## config.mk

```make
export PLATFORM = sky130hd
export DESIGN_NAME = hlt_timer
export DESIGN_NICKNAME = d
export VERILOG_FILES = /design/src/hw/hlt_timer.v
export VERILOG_INCLUDE_DIRS = /design/src /design/src/hw
export SDC_FILE = /design/constraint.sdc
export NUM_CORES = 1
export LEC_CHECK = 0
export ABC_CLOCK_PERIOD_IN_PS = 3650
export BUFFER_PORTS_ARGS = -buffer_cell sky130_fd_sc_hd__buf_2
export CORE_UTILIZATION = 35
export DETAILED_ROUTE_END_ITERATION = 8
export PLACE_DENSITY_LB_ADDON = 0.12
export SLEW_MARGIN = 15
export SYNTH_ARGS = -nofsm -noshare
export SYNTH_HDL_FRONTEND = slang
export SYNTH_SLANG_ARGS = --single-unit
```

## constraint.sdc

```tcl
create_clock -name pclk -period 3.65 [get_ports pclk]
set_input_delay 0.73 -clock pclk [delete_from_list [all_inputs] [get_ports pclk]]
set_output_delay 0.73 -clock pclk [all_outputs]
set_load 0.03 [all_outputs]
```

## src/hw/hlt_defs.vh

```
`ifndef HLT_DEFS_VH
`define HLT_DEFS_VH
// register byte offsets
`define HLT_OFF_CTRL        12'h000
`define HLT_OFF_PERIOD      12'h004
`define HLT_OFF_COUNT       12'h008
`define HLT_OFF_STATUS      12'h00c
// control register fields
`define HLT_CTRL_MODE_LO    0
`define HLT_CTRL_MODE_HI    4
`define HLT_CTRL_ON         7
`define HLT_CTRL_INST       8
// status register fields
`define HLT_STAT_ARMED      0
`define HLT_STAT_EXT        1
`define HLT_STAT_ON_EFF     2
// mode groups, upper mode bits
`define HLT_GRP_FREE        2'h0
`define HLT_GRP_ONESHOT     2'h1
`define HLT_GRP_MONO        2'h2
// lower mode bits
`define HLT_LO_SOFT         3'h0
`define HLT_LO_RISE         3'h1
`define HLT_LO_FALL         3'h2
`define HLT_LO_ANY          3'h3
`define HLT_LO_RISE_RST     3'h4
`define HLT_LO_FALL_RST     3'h5
`define HLT_LO_RISE_LOWRST  3'h6
`define HLT_LO_FALL_HIGHRST 3'h7
// reset values
`define HLT_RST_MODE        5'h00
`define HLT_RST_PERIOD      8'hff
`define HLT_RST_COUNT       8'h00
// clock rates in MHz; the timer derives its divider defaults from them
`define HLT_PCLK_MHZ        40
`define HLT_TMR_MHZ         10
`define HLT_INST_MHZ        10
`endif

```

## src/hw/hlt_timer.v

```verilog
`timescale 1ns/100ps
`include "hlt_defs.vh"

//////////////////////////////////////////////////////////////////////////////
// Contract
// - software gate mode counts each selected tick, timer or instruction, while enabled, holds while disabled.
// - software gate mode wraps from period match to zero and keeps counting.
// - edge start modes need a fresh edge after enable is set again.
// - one-shot group: tick after period match clears enable, counter stops at zero; software code on timer clock stops at one.
// - monostable group: tick after period match stops counter at zero, enable stays.
// - on timer clock, enable and external input synchronise over two timer ticks.
// - on instruction clock, external input takes effect after one instruction period.
// - on instruction clock, enable change acts in the next instruction period.
// - external input ignored while processor is halted in debug.
module hlt_timer #(
  parameter TMR_DIV  = `HLT_PCLK_MHZ / `HLT_TMR_MHZ,
  parameter INST_DIV = `HLT_PCLK_MHZ / `HLT_INST_MHZ
) (
  // clock and reset
  input  wire        pclk,
  input  wire        presetn,
  // apb slave
  input  wire        psel,
  input  wire        penable,
  input  wire        pwrite,
  input  wire [11:0] paddr,
  input  wire [31:0] pwdata,
  output reg  [31:0] prdata,
  output reg         pready,
  output reg         pslverr,
  // external reset/trigger and debug halt
  input  wire        ext_reset_trigger_in,
  input  wire        debug_halt,
  // timer state
  output reg  [7:0]  count_value,
  output reg         period_match,
  output reg         timer_on
);

  //////////////////////////////////////////////////////////////////////////////
  // declarations
  reg  [7:0]  tdiv_reg;
  reg  [7:0]  idiv_reg;
  reg         tmr_tick;
  reg         inst_tick;
  reg  [4:0]  mode_reg;
  reg         inst_sel_reg;
  reg  [7:0]  period_value;
  reg         ext_q1;
  reg         ext_q2;
  reg         ext_q3;
  reg         ext_stable;
  reg         ext_s1;
  reg         ext_s2;
  reg         ext_prev;
  reg         on_s1;
  reg         on_s2;
  reg         armed_reg;
  reg         need_rst_reg;
  reg         armed_next;
  reg         need_rst_next;
  reg  [7:0]  count_next;
  reg         hw_clear_on;
  reg         match_next;
  wire        tick;
  wire        ext_eff;
  wire        on_eff;
  wire [1:0]  grp;
  wire [2:0]  lo;
  wire        ext_rise;
  wire        ext_fall;
  wire        start_edge;
  wire        is_match;
  wire        apb_setup;
  wire        apb_write;
  wire [31:0] rd_word;
  wire        rd_hit;

  // address decode used by the error flag only; the read mux compares the offsets itself
  function addr_mapped;
    input [11:0] a;
    begin
      addr_mapped = (a == `HLT_OFF_CTRL) || (a == `HLT_OFF_PERIOD) ||
                    (a == `HLT_OFF_COUNT) || (a == `HLT_OFF_STATUS);
    end
  endfunction

  //////////////////////////////////////////////////////////////////////////////
  // tick dividers: one-cycle enables, no second clock domain
  always @(posedge pclk or negedge presetn) begin
    if (!presetn) begin
      tdiv_reg  <= 8'h00;
      idiv_reg  <= 8'h00;
      tmr_tick  <= 1'b0;
      inst_tick <= 1'b0;
    end else begin
      tmr_tick  <= (tdiv_reg == TMR_DIV - 1);
      inst_tick <= (idiv_reg == INST_DIV - 1);
      tdiv_reg  <= (tdiv_reg == TMR_DIV - 1) ? 8'h00 : tdiv_reg + 8'h01;
      idiv_reg  <= (idiv_reg == INST_DIV - 1) ? 8'h00 : idiv_reg + 8'h01;
    end
  end

  // the timer advances on the instruction tick when that source is selected
  assign tick = inst_sel_reg ? inst_tick : tmr_tick;

  //////////////////////////////////////////////////////////////////////////////
  // pin synchroniser: q1 feeds only q2; a change counts once q2 and q3 agree
  always @(posedge pclk or negedge presetn) begin
    if (!presetn) begin
      ext_q1     <= 1'b0;
      ext_q2     <= 1'b0;
      ext_q3     <= 1'b0;
      ext_stable <= 1'b0;
    end else begin
      ext_q1 <= ext_reset_trigger_in;
      ext_q2 <= ext_q1;
      ext_q3 <= ext_q2;
      if (ext_q2 == ext_q3)
        ext_stable <= ext_q3;
    end
  end

  //////////////////////////////////////////////////////////////////////////////
  // tick-domain delay: two ticks on timer clock, one on instruction clock
  always @(posedge pclk or negedge presetn) begin
    if (!presetn) begin
      ext_s1   <= 1'b0;
      ext_s2   <= 1'b0;
      on_s1    <= 1'b0;
      on_s2    <= 1'b0;
      ext_prev <= 1'b0;
    end else if (tick) begin
      ext_s1   <= ext_stable;
      ext_s2   <= ext_s1;
      on_s1    <= timer_on;
      on_s2    <= on_s1;
      // history keeps tracking in halt, so an edge made then is not replayed on resume
      ext_prev <= ext_eff;
    end
  end

  assign ext_eff = inst_sel_reg ? ext_s1 : ext_s2;
  assign on_eff  = inst_sel_reg ? on_s1 : on_s2;

  //////////////////////////////////////////////////////////////////////////////
  // mode decode and edge qualification
  assign grp      = mode_reg[4:3];
  assign lo       = mode_reg[2:0];
  assign ext_rise = !debug_halt && ext_eff && !ext_prev;
  assign ext_fall = !debug_halt && !ext_eff && ext_prev;
  assign is_match = (count_value == period_value);

  // start edge per lower code, shared by one-shot and monostable groups
  assign start_edge = ((lo == `HLT_LO_RISE) || (lo == `HLT_LO_RISE_RST) ||
                       (lo == `HLT_LO_RISE_LOWRST)) ? ext_rise :
                      ((lo == `HLT_LO_FALL) || (lo == `HLT_LO_FALL_RST) ||
                       (lo == `HLT_LO_FALL_HIGHRST)) ? ext_fall :
                      (lo == `HLT_LO_ANY) ? (ext_rise || ext_fall) : 1'b0;

  //////////////////////////////////////////////////////////////////////////////
  // counter next state, evaluated for the coming tick
  always @* begin
    count_next    = count_value;
    armed_next    = armed_reg;
    need_rst_next = need_rst_reg;
    hw_clear_on   = 1'b0;
    match_next    = 1'b0;
    case (grp)
      `HLT_GRP_FREE: begin
        // only the software gate lives here; other codes behave the same
        if (on_eff) begin
          match_next = is_match;
          count_next = is_match ? 8'h00 : count_value + 8'h01;
        end
      end
      `HLT_GRP_ONESHOT: begin
        if (!on_eff) begin
          armed_next = 1'b0;
        end else if (lo == `HLT_LO_SOFT) begin
          armed_next = 1'b1;
        end else if (!armed_reg) begin
          armed_next = start_edge;
        end
        if (on_eff && armed_reg) begin
          if (is_match) begin
            match_next  = 1'b1;
            count_next  = 8'h00;
            hw_clear_on = 1'b1;
            armed_next  = 1'b0;
          end else if ((lo == `HLT_LO_RISE_RST && ext_rise) ||
                       (lo == `HLT_LO_FALL_RST && ext_fall)) begin
            count_next = 8'h00;
          end else if ((lo == `HLT_LO_RISE_LOWRST && !debug_halt && !ext_eff) ||
                       (lo == `HLT_LO_FALL_HIGHRST && !debug_halt && ext_eff)) begin
            count_next = 8'h00;
          end else begin
            count_next = count_value + 8'h01;
          end
        end
      end
      `HLT_GRP_MONO: begin
        if ((lo == `HLT_LO_RISE) || (lo == `HLT_LO_FALL) || (lo == `HLT_LO_ANY)) begin
          if (!on_eff)
            armed_next = 1'b0;
          else if (!armed_reg)
            armed_next = start_edge;
          if (on_eff && armed_reg) begin
            if (is_match) begin
              match_next = 1'b1;
              count_next = 8'h00;
              armed_next = 1'b0;
            end else begin
              count_next = count_value + 8'h01;
            end
          end
        end else if ((lo == `HLT_LO_RISE_LOWRST) || (lo == `HLT_LO_FALL_HIGHRST)) begin
          // level start: code 110 starts high, resets low; 111 the reverse
          if (!on_eff || debug_halt) begin
            armed_next = 1'b0;
          end else if ((lo == `HLT_LO_RISE_LOWRST) != ext_eff) begin
            count_next    = 8'h00;
            armed_next    = 1'b0;
            need_rst_next = 1'b0;
          end else if (!armed_reg && !need_rst_reg) begin
            armed_next = 1'b1;
          end else if (armed_reg) begin
            if (is_match) begin
              match_next    = 1'b1;
              count_next    = 8'h00;
              armed_next    = 1'b0;
              need_rst_next = 1'b1;
            end else begin
              count_next = count_value + 8'h01;
            end
          end
        end
        // codes 000, 100 and 101 are reserved: the counter holds
      end
      default: begin
        count_next = count_value;
      end
    endcase
  end

  // counter and arming state move only on the selected tick
  always @(posedge pclk or negedge presetn) begin
    if (!presetn) begin
      count_value  <= `HLT_RST_COUNT;
      armed_reg    <= 1'b0;
      need_rst_reg <= 1'b0;
      period_match <= 1'b0;
    end else begin
      period_match <= tick && match_next;
      if (tick) begin
        count_value  <= count_next;
        armed_reg    <= armed_next;
        need_rst_reg <= need_rst_next;
      end
    end
  end

  //////////////////////////////////////////////////////////////////////////////
  // apb slave: zero wait states, pready comes from a flop raised after setup
  assign apb_setup = psel && !penable && !pready;
  assign apb_write = psel && penable && pready && pwrite;
  assign rd_hit    = addr_mapped(paddr);
  assign rd_word   = (paddr == `HLT_OFF_CTRL)   ? {23'h000000, inst_sel_reg, timer_on,
                                                   2'h0, mode_reg} :
                     (paddr == `HLT_OFF_PERIOD) ? {24'h000000, period_value} :
                     (paddr == `HLT_OFF_COUNT)  ? {24'h000000, count_value} :
                     (paddr == `HLT_OFF_STATUS) ? {29'h00000000, on_eff, ext_eff,
                                                   armed_reg} :
                     32'h00000000;

  always @(posedge pclk or negedge presetn) begin
    if (!presetn) begin
      pready  <= 1'b0;
      pslverr <= 1'b0;
      prdata  <= 32'h00000000;
    end else begin
      pready  <= apb_setup;
      pslverr <= apb_setup && !rd_hit;
      if (apb_setup)
        prdata <= pwrite ? 32'h00000000 : rd_word;
    end
  end

  // configuration registers; a software write to enable beats a hardware clear
  always @(posedge pclk or negedge presetn) begin
    if (!presetn) begin
      mode_reg     <= `HLT_RST_MODE;
      inst_sel_reg <= 1'b0;
      timer_on     <= 1'b0;
      period_value <= `HLT_RST_PERIOD;
    end else begin
      if (tick && hw_clear_on)
        timer_on <= 1'b0;
      if (apb_write && paddr == `HLT_OFF_CTRL) begin
        mode_reg     <= pwdata[`HLT_CTRL_MODE_HI:`HLT_CTRL_MODE_LO];
        timer_on     <= pwdata[`HLT_CTRL_ON];
        inst_sel_reg <= pwdata[`HLT_CTRL_INST];
      end
      if (apb_write && paddr == `HLT_OFF_PERIOD)
        period_value <= pwdata[7:0];
    end
  end

endmodule // hlt_timer

```

Word-level counts from Yosys, hierarchy flattened:

Cells that the tools add are included.

* register bits after elaboration: 87
* input port bits: 51

* $add $sub $neg: 3
* eq/ne operators: 25
* multiplexer cells: 60
* bitwise operators: 2
* reduce and logical (&&, ||, !) cells: 56

Operator list (number)
* $mux 8: 17
* $mux 1: 37
* $add 8x1->8 const B: 3
* $eq 12x4->1 const B: 2
* $pmux 8 s3: 1
* $logic_and 1x1->1: 22
* $mux 9: 2
* $eq 8x2->1 const B: 2
* $logic_or 1x1->1: 14
* $eq 12x3->1 const B: 1
* $eq 3x3->1 const B: 4
* $logic_not 12->1: 1
* $logic_not 1->1: 9
* $ne 3x3->1 const B: 3
* $reduce_and 9->1: 1
* $eq 8x8->1: 1
* $ne 4x4->1 const B: 2
* $reduce_and 8->1: 1
* $reduce_bool 2->1: 4
* $eq 3x2->1 const B: 2
* $ne 2x2->1 const B: 3
* $eq 3x1->1 const B: 1
* $logic_not 3->1: 1
* $mux 3: 1
* 10 further kinds: 11

Logic depth before layout (Yosys ltp):

* word-level depth: 14
* mapped depth: 10

Worst setup path before layout:

OpenSTA, ideal clock, no wires.

* path type: input to register
* start: input port paddr[11]
* end: register inst_sel_reg
* library setup time: 0.133 ns
* arrival: 2.179 ns
* required time: 3.517 ns
* slack: 1.338 ns
* stages: 7
* buffers on the path: 2
* cell sequence: nor4_1 -> nand3_1 -> or3_1 -> clkbuf_1 -> nor2_1 -> clkbuf_1 -> o21ai_0

* cells in the longest elaborated chain, start to end: 2

RTL lines
* start, declared: line hlt_timer.v:26 `input wire [11:0] paddr,`
* $logic_not 12->1 (no source line)
* $logic_and 1x1->1 (no source line)
* end signal, assigned: line hlt_timer.v:302 `` inst_sel_reg <= pwdata[`HLT_CTRL_INST]; ``
* end, declared: line hlt_timer.v:47 `reg inst_sel_reg;`

Every way passes these cells.
A chain may end at the register's enable or synchronous reset.

Worst setup path after layout:

* start: register inst_sel_reg
* end: register count_value[0]

* cells in the longest elaborated chain, start to end: 10

RTL lines
* $mux 1: line hlt_timer.v:143 `assign ext_eff = inst_sel_reg ? ext_s1 : ext_s2;`
* $logic_not 1->1: line hlt_timer.v:151, hlt_timer.v:194
* $logic_and 1x1->1 (2 in a row): line hlt_timer.v:151 `assign ext_fall = !debug_halt && !ext_eff && ext_prev;`
* $logic_and 1x1->1: line hlt_timer.v:192 `` (lo == `HLT_LO_FALL_RST && ext_fall)) begin ``
* $logic_or 1x1->1: line hlt_timer.v:191 `` end else if ((lo == `HLT_LO_RISE_RST && ext_rise) || ``
* $mux 8: line hlt_timer.v:191
* $mux 8: line hlt_timer.v:186 `if (is_match) begin`
* $mux 8: line hlt_timer.v:185 `if (on_eff && armed_reg) begin`
* $pmux 8 s3: line hlt_timer.v:169 `case (grp)`
* end signal, assigned: line hlt_timer.v:249 `` count_value <= `HLT_RST_COUNT; ``
* end signal, assigned: line hlt_timer.v:256 `count_value <= count_next;`
* end, declared: line hlt_timer.v:35 `output reg [7:0] count_value,`

Several ways; a longest one is shown, not always the timed one. The select of a mux whose other input is x is not followed.

==> results.txt <==
outcome -> completed
CTS clk-pin slew, worst paths -> 0.07 ns
Fill cells -> 948
number of flops mapped to enable cells by yosys -> 0
register with the highest flop count -> prdata
final-layout setup total negative slack -> 0 ns
Sinks on Clock Net -> 64
commonest cells after routing, fill and taps aside -> 56 x sky130_fd_sc_hd__dfrtp_1, 48 x sky130_fd_sc_hd__buf_2, 37 x sky130_fd_sc_hd__nand2_1
highest-delay cell along the critical path -> sky130_fd_sc_hd__mux2i_2
WL met1 -> 3630 um
proportion of layout cells with a drive suffix above 1 -> 26.4%
final hold viol count -> 0
max_cap viols -> 0
post-synthesis async set-or-reset flop share -> 100%
setup repair after global routing missed its margin -> false
worst min-delay path category -> flip-flop to flip-flop
endpoints failing setup -> 0
cell breakdown of the critical path -> mux2i_2, mux2i_1, a311oi_2, o21ai_2, or2_1, o21ai_1
Rel. slew slack -> 38.2%
clock insertion delay at the later pin of the skew report -> 0.33 ns
Cells after Synth -> 342
post-detailed-routing wire length -> 7470 um
maximum number of pins on one net before global-route repair -> 42
number of post-CTS setup repair buffers -> 0
Clock Tree Root -> sky130_fd_sc_hd__clkbuf_8
Worst EP required -> 3.85 ns
die span in x -> 102 um
Highest Signal Layer -> met4
number of unique standard cell types used by synthesis -> 55
total CTS buffers -> 9
# rows -> 35
max FFs per register -> 9
GP Congestion -> 0.765
total gr overflow -> 0
remaining number of nets flagged by the antenna check after routing -> 0
detailed-placement wirelength estimate -> 5500 um
critical path endpoint category -> flip-flop
Post-Synthesis Mean Instance Area -> 10.2 um^2
sequential cell area fraction in the yosys report -> 46.4%
data arrival time at the worst-slack endpoint -> 2.82 ns
transition at the pin with the smallest max-transition slack -> 0.927 ns
H-tree lvl count -> 3
worst-path maximum fanout -> 8
max-slew violation count -> 0
DRC -> 0
antenna violations before repair -> 0
clock tree skew after final layout -> 0.00948 ns
maximum count of clock buffers along a single path -> 2
met3 wire len -> 280 um
final critical path time including I/O delays and setup -> 2.62 ns
IO Pins -> 95
# hold bufs at CTS -> 0
Std-Cell Core Area -> 0.00942 mm^2
area of the mapped netlist -> 0.00347 mm^2
vias per cell -> 4.86
maximum VDD drop -> 0.201 mV
vias in the first global route -> 2374
kind of start point of the critical path -> flip-flop
TritonCTS clock tree -> built
drt wl/cell -> 14.3 um
DRC violation total after the first TritonRoute iteration -> 110
die area -> 0.0103 mm^2
Peak Freq -> 0.382 GHz
1st-pass router iterations -> 4
total number of vias -> 2542
Power, Total -> 0.00150 W
type of the worst setup path -> flip-flop to flip-flop
count of state elements after synthesis -> 64
most frequent standard cell in the layout excluding fill and tap cells -> sky130_fd_sc_hd__dfrtp_1
leakage dissipation -> 1.89 nW
PortBufs -> 48
effective utilization at floorplan -> 36.9%
first-pass GRT wire length -> 12400 um
worst-case hold slack -> 0.358 ns
final cycle utilization of the critical path -> 71.7%
longest individual stage delay on the worst path -> 0.60 ns
Yosys warnings -> 0
total routing resource utilization after global routing -> 15.8%
CTS-repair resized insts -> 0
ant diodes -> 0
vertical die dimension -> 102 um
layout net count -> 447
DR WL met2 -> 3470 um
Most used DFF post-synth -> sky130_fd_sc_hd__dfrtp_1
Synth-to-Final Area Change -> 14.0%
power density of the placed cells -> 379 mW/mm^2
## area by class of cell
cell class / count / area [um^2] / area share [%]
Tap cell: 129 / 161 / 4.08
Sequential cell: 64 / 1610 / 40.7
Inverter: 13 / 48.8 / 1.23
Clock buffer: 13 / 149 / 3.76
Clock inverter: 3 / 67.6 / 1.71
Multi-Input combinational cell: 249 / 1650 / 41.7
Timing Repair Buffer: 52 / 270 / 6.83
## worst max-delay path: cells and delay by family, from the launching register on
family	cells	cell delay (ns)
AO/OA/AOI/OAI	3	0.64
flip-flops	1	0.49
multiplexers	2	0.96
AND/OR/NAND/NOR	1	0.40
## layer usage
layer | track usage (%) | up-vias
met5 | 0 | -
met4 | 5.35 | 0
met3 | 3.93 | 7
met2 | 24.3 | 55
met1 | 21.8 | 1228
li1 | - | 1252
## synthesized netlist by cell type (all sizes together) (6+ instances only)
| cell type | count | area [um^2] |
|---|---|---|
| xor2 | 13 | 114 |
| buf | 27 | 204 |
| or2 | 7 | 43.8 |
| nor2 | 13 | 48.8 |
| inv | 13 | 48.8 |
| o21ai | 21 | 113 |
| o31ai | 10 | 100 |
| ha | 7 | 87.6 |
| nand3 | 11 | 55.1 |
| nor4 | 6 | 37.5 |
| mux2i | 9 | 97.6 |
| nand2 | 37 | 139 |
| nor2b | 9 | 56.3 |
| mux2 | 12 | 135 |
| dfrtp | 56 | 1400 |
| dfstp | 8 | 210 |
| a21oi | 11 | 55.1 |
| xnor2 | 9 | 78.8 |
| clkbuf | 11 | 41.3 |
## through the flow
stage          area [um^2]  instances  util (%)  setup slack (ns)
2_1_floorplan         3560        364         -              1.34
3_3_place_gp          3740        507      39.7              1.04
3_5_place_dp          3740        507      39.7              1.02
4_1_cts               3960        523      42.0              1.01
5_1_grt               3960        523      42.0             0.855
6_report              3960        523      42.0              1.03
## final timing paths
check / start / endpoint / slack (ns) / depth (start not counted)
max reg2reg: inst_sel_reg / count_value[0] / 1.03 / 6
min reg2reg: ext_q1 / ext_q2 / 0.36 / 0
min in group asynchronous: presetn / count_value[6] / 0.53 / 1
min: ext_q1 / ext_q2 / 0.36 / 0
max: inst_sel_reg / count_value[0] / 1.03 / 6
max in group asynchronous: presetn / inst_tick / 2.36 / 2
## report_power, final
part | switching, W | total, W | internal [W]
Clock | 0.000265 | 0.000670 | 0.000405
Sequential | 0.00000474 | 0.000722 | 0.000717
Combinational | 0.0000798 | 0.000110 | 0.0000303
## kinds of logic after synthesis
logic type / Yosys count / synth area share [%]
compound gates: 70 / 14.3
xor+xnor: 22 / 5.55
fa+ha+maj: 8 / 2.81
buf+inv: 51 / 8.47
flops: 64 / 46.4
mux: 21 / 6.70
other cells: 1 / 0.108
simple gates: 105 / 15.6
Note: power is estimated with default switching activity, not from simulation.
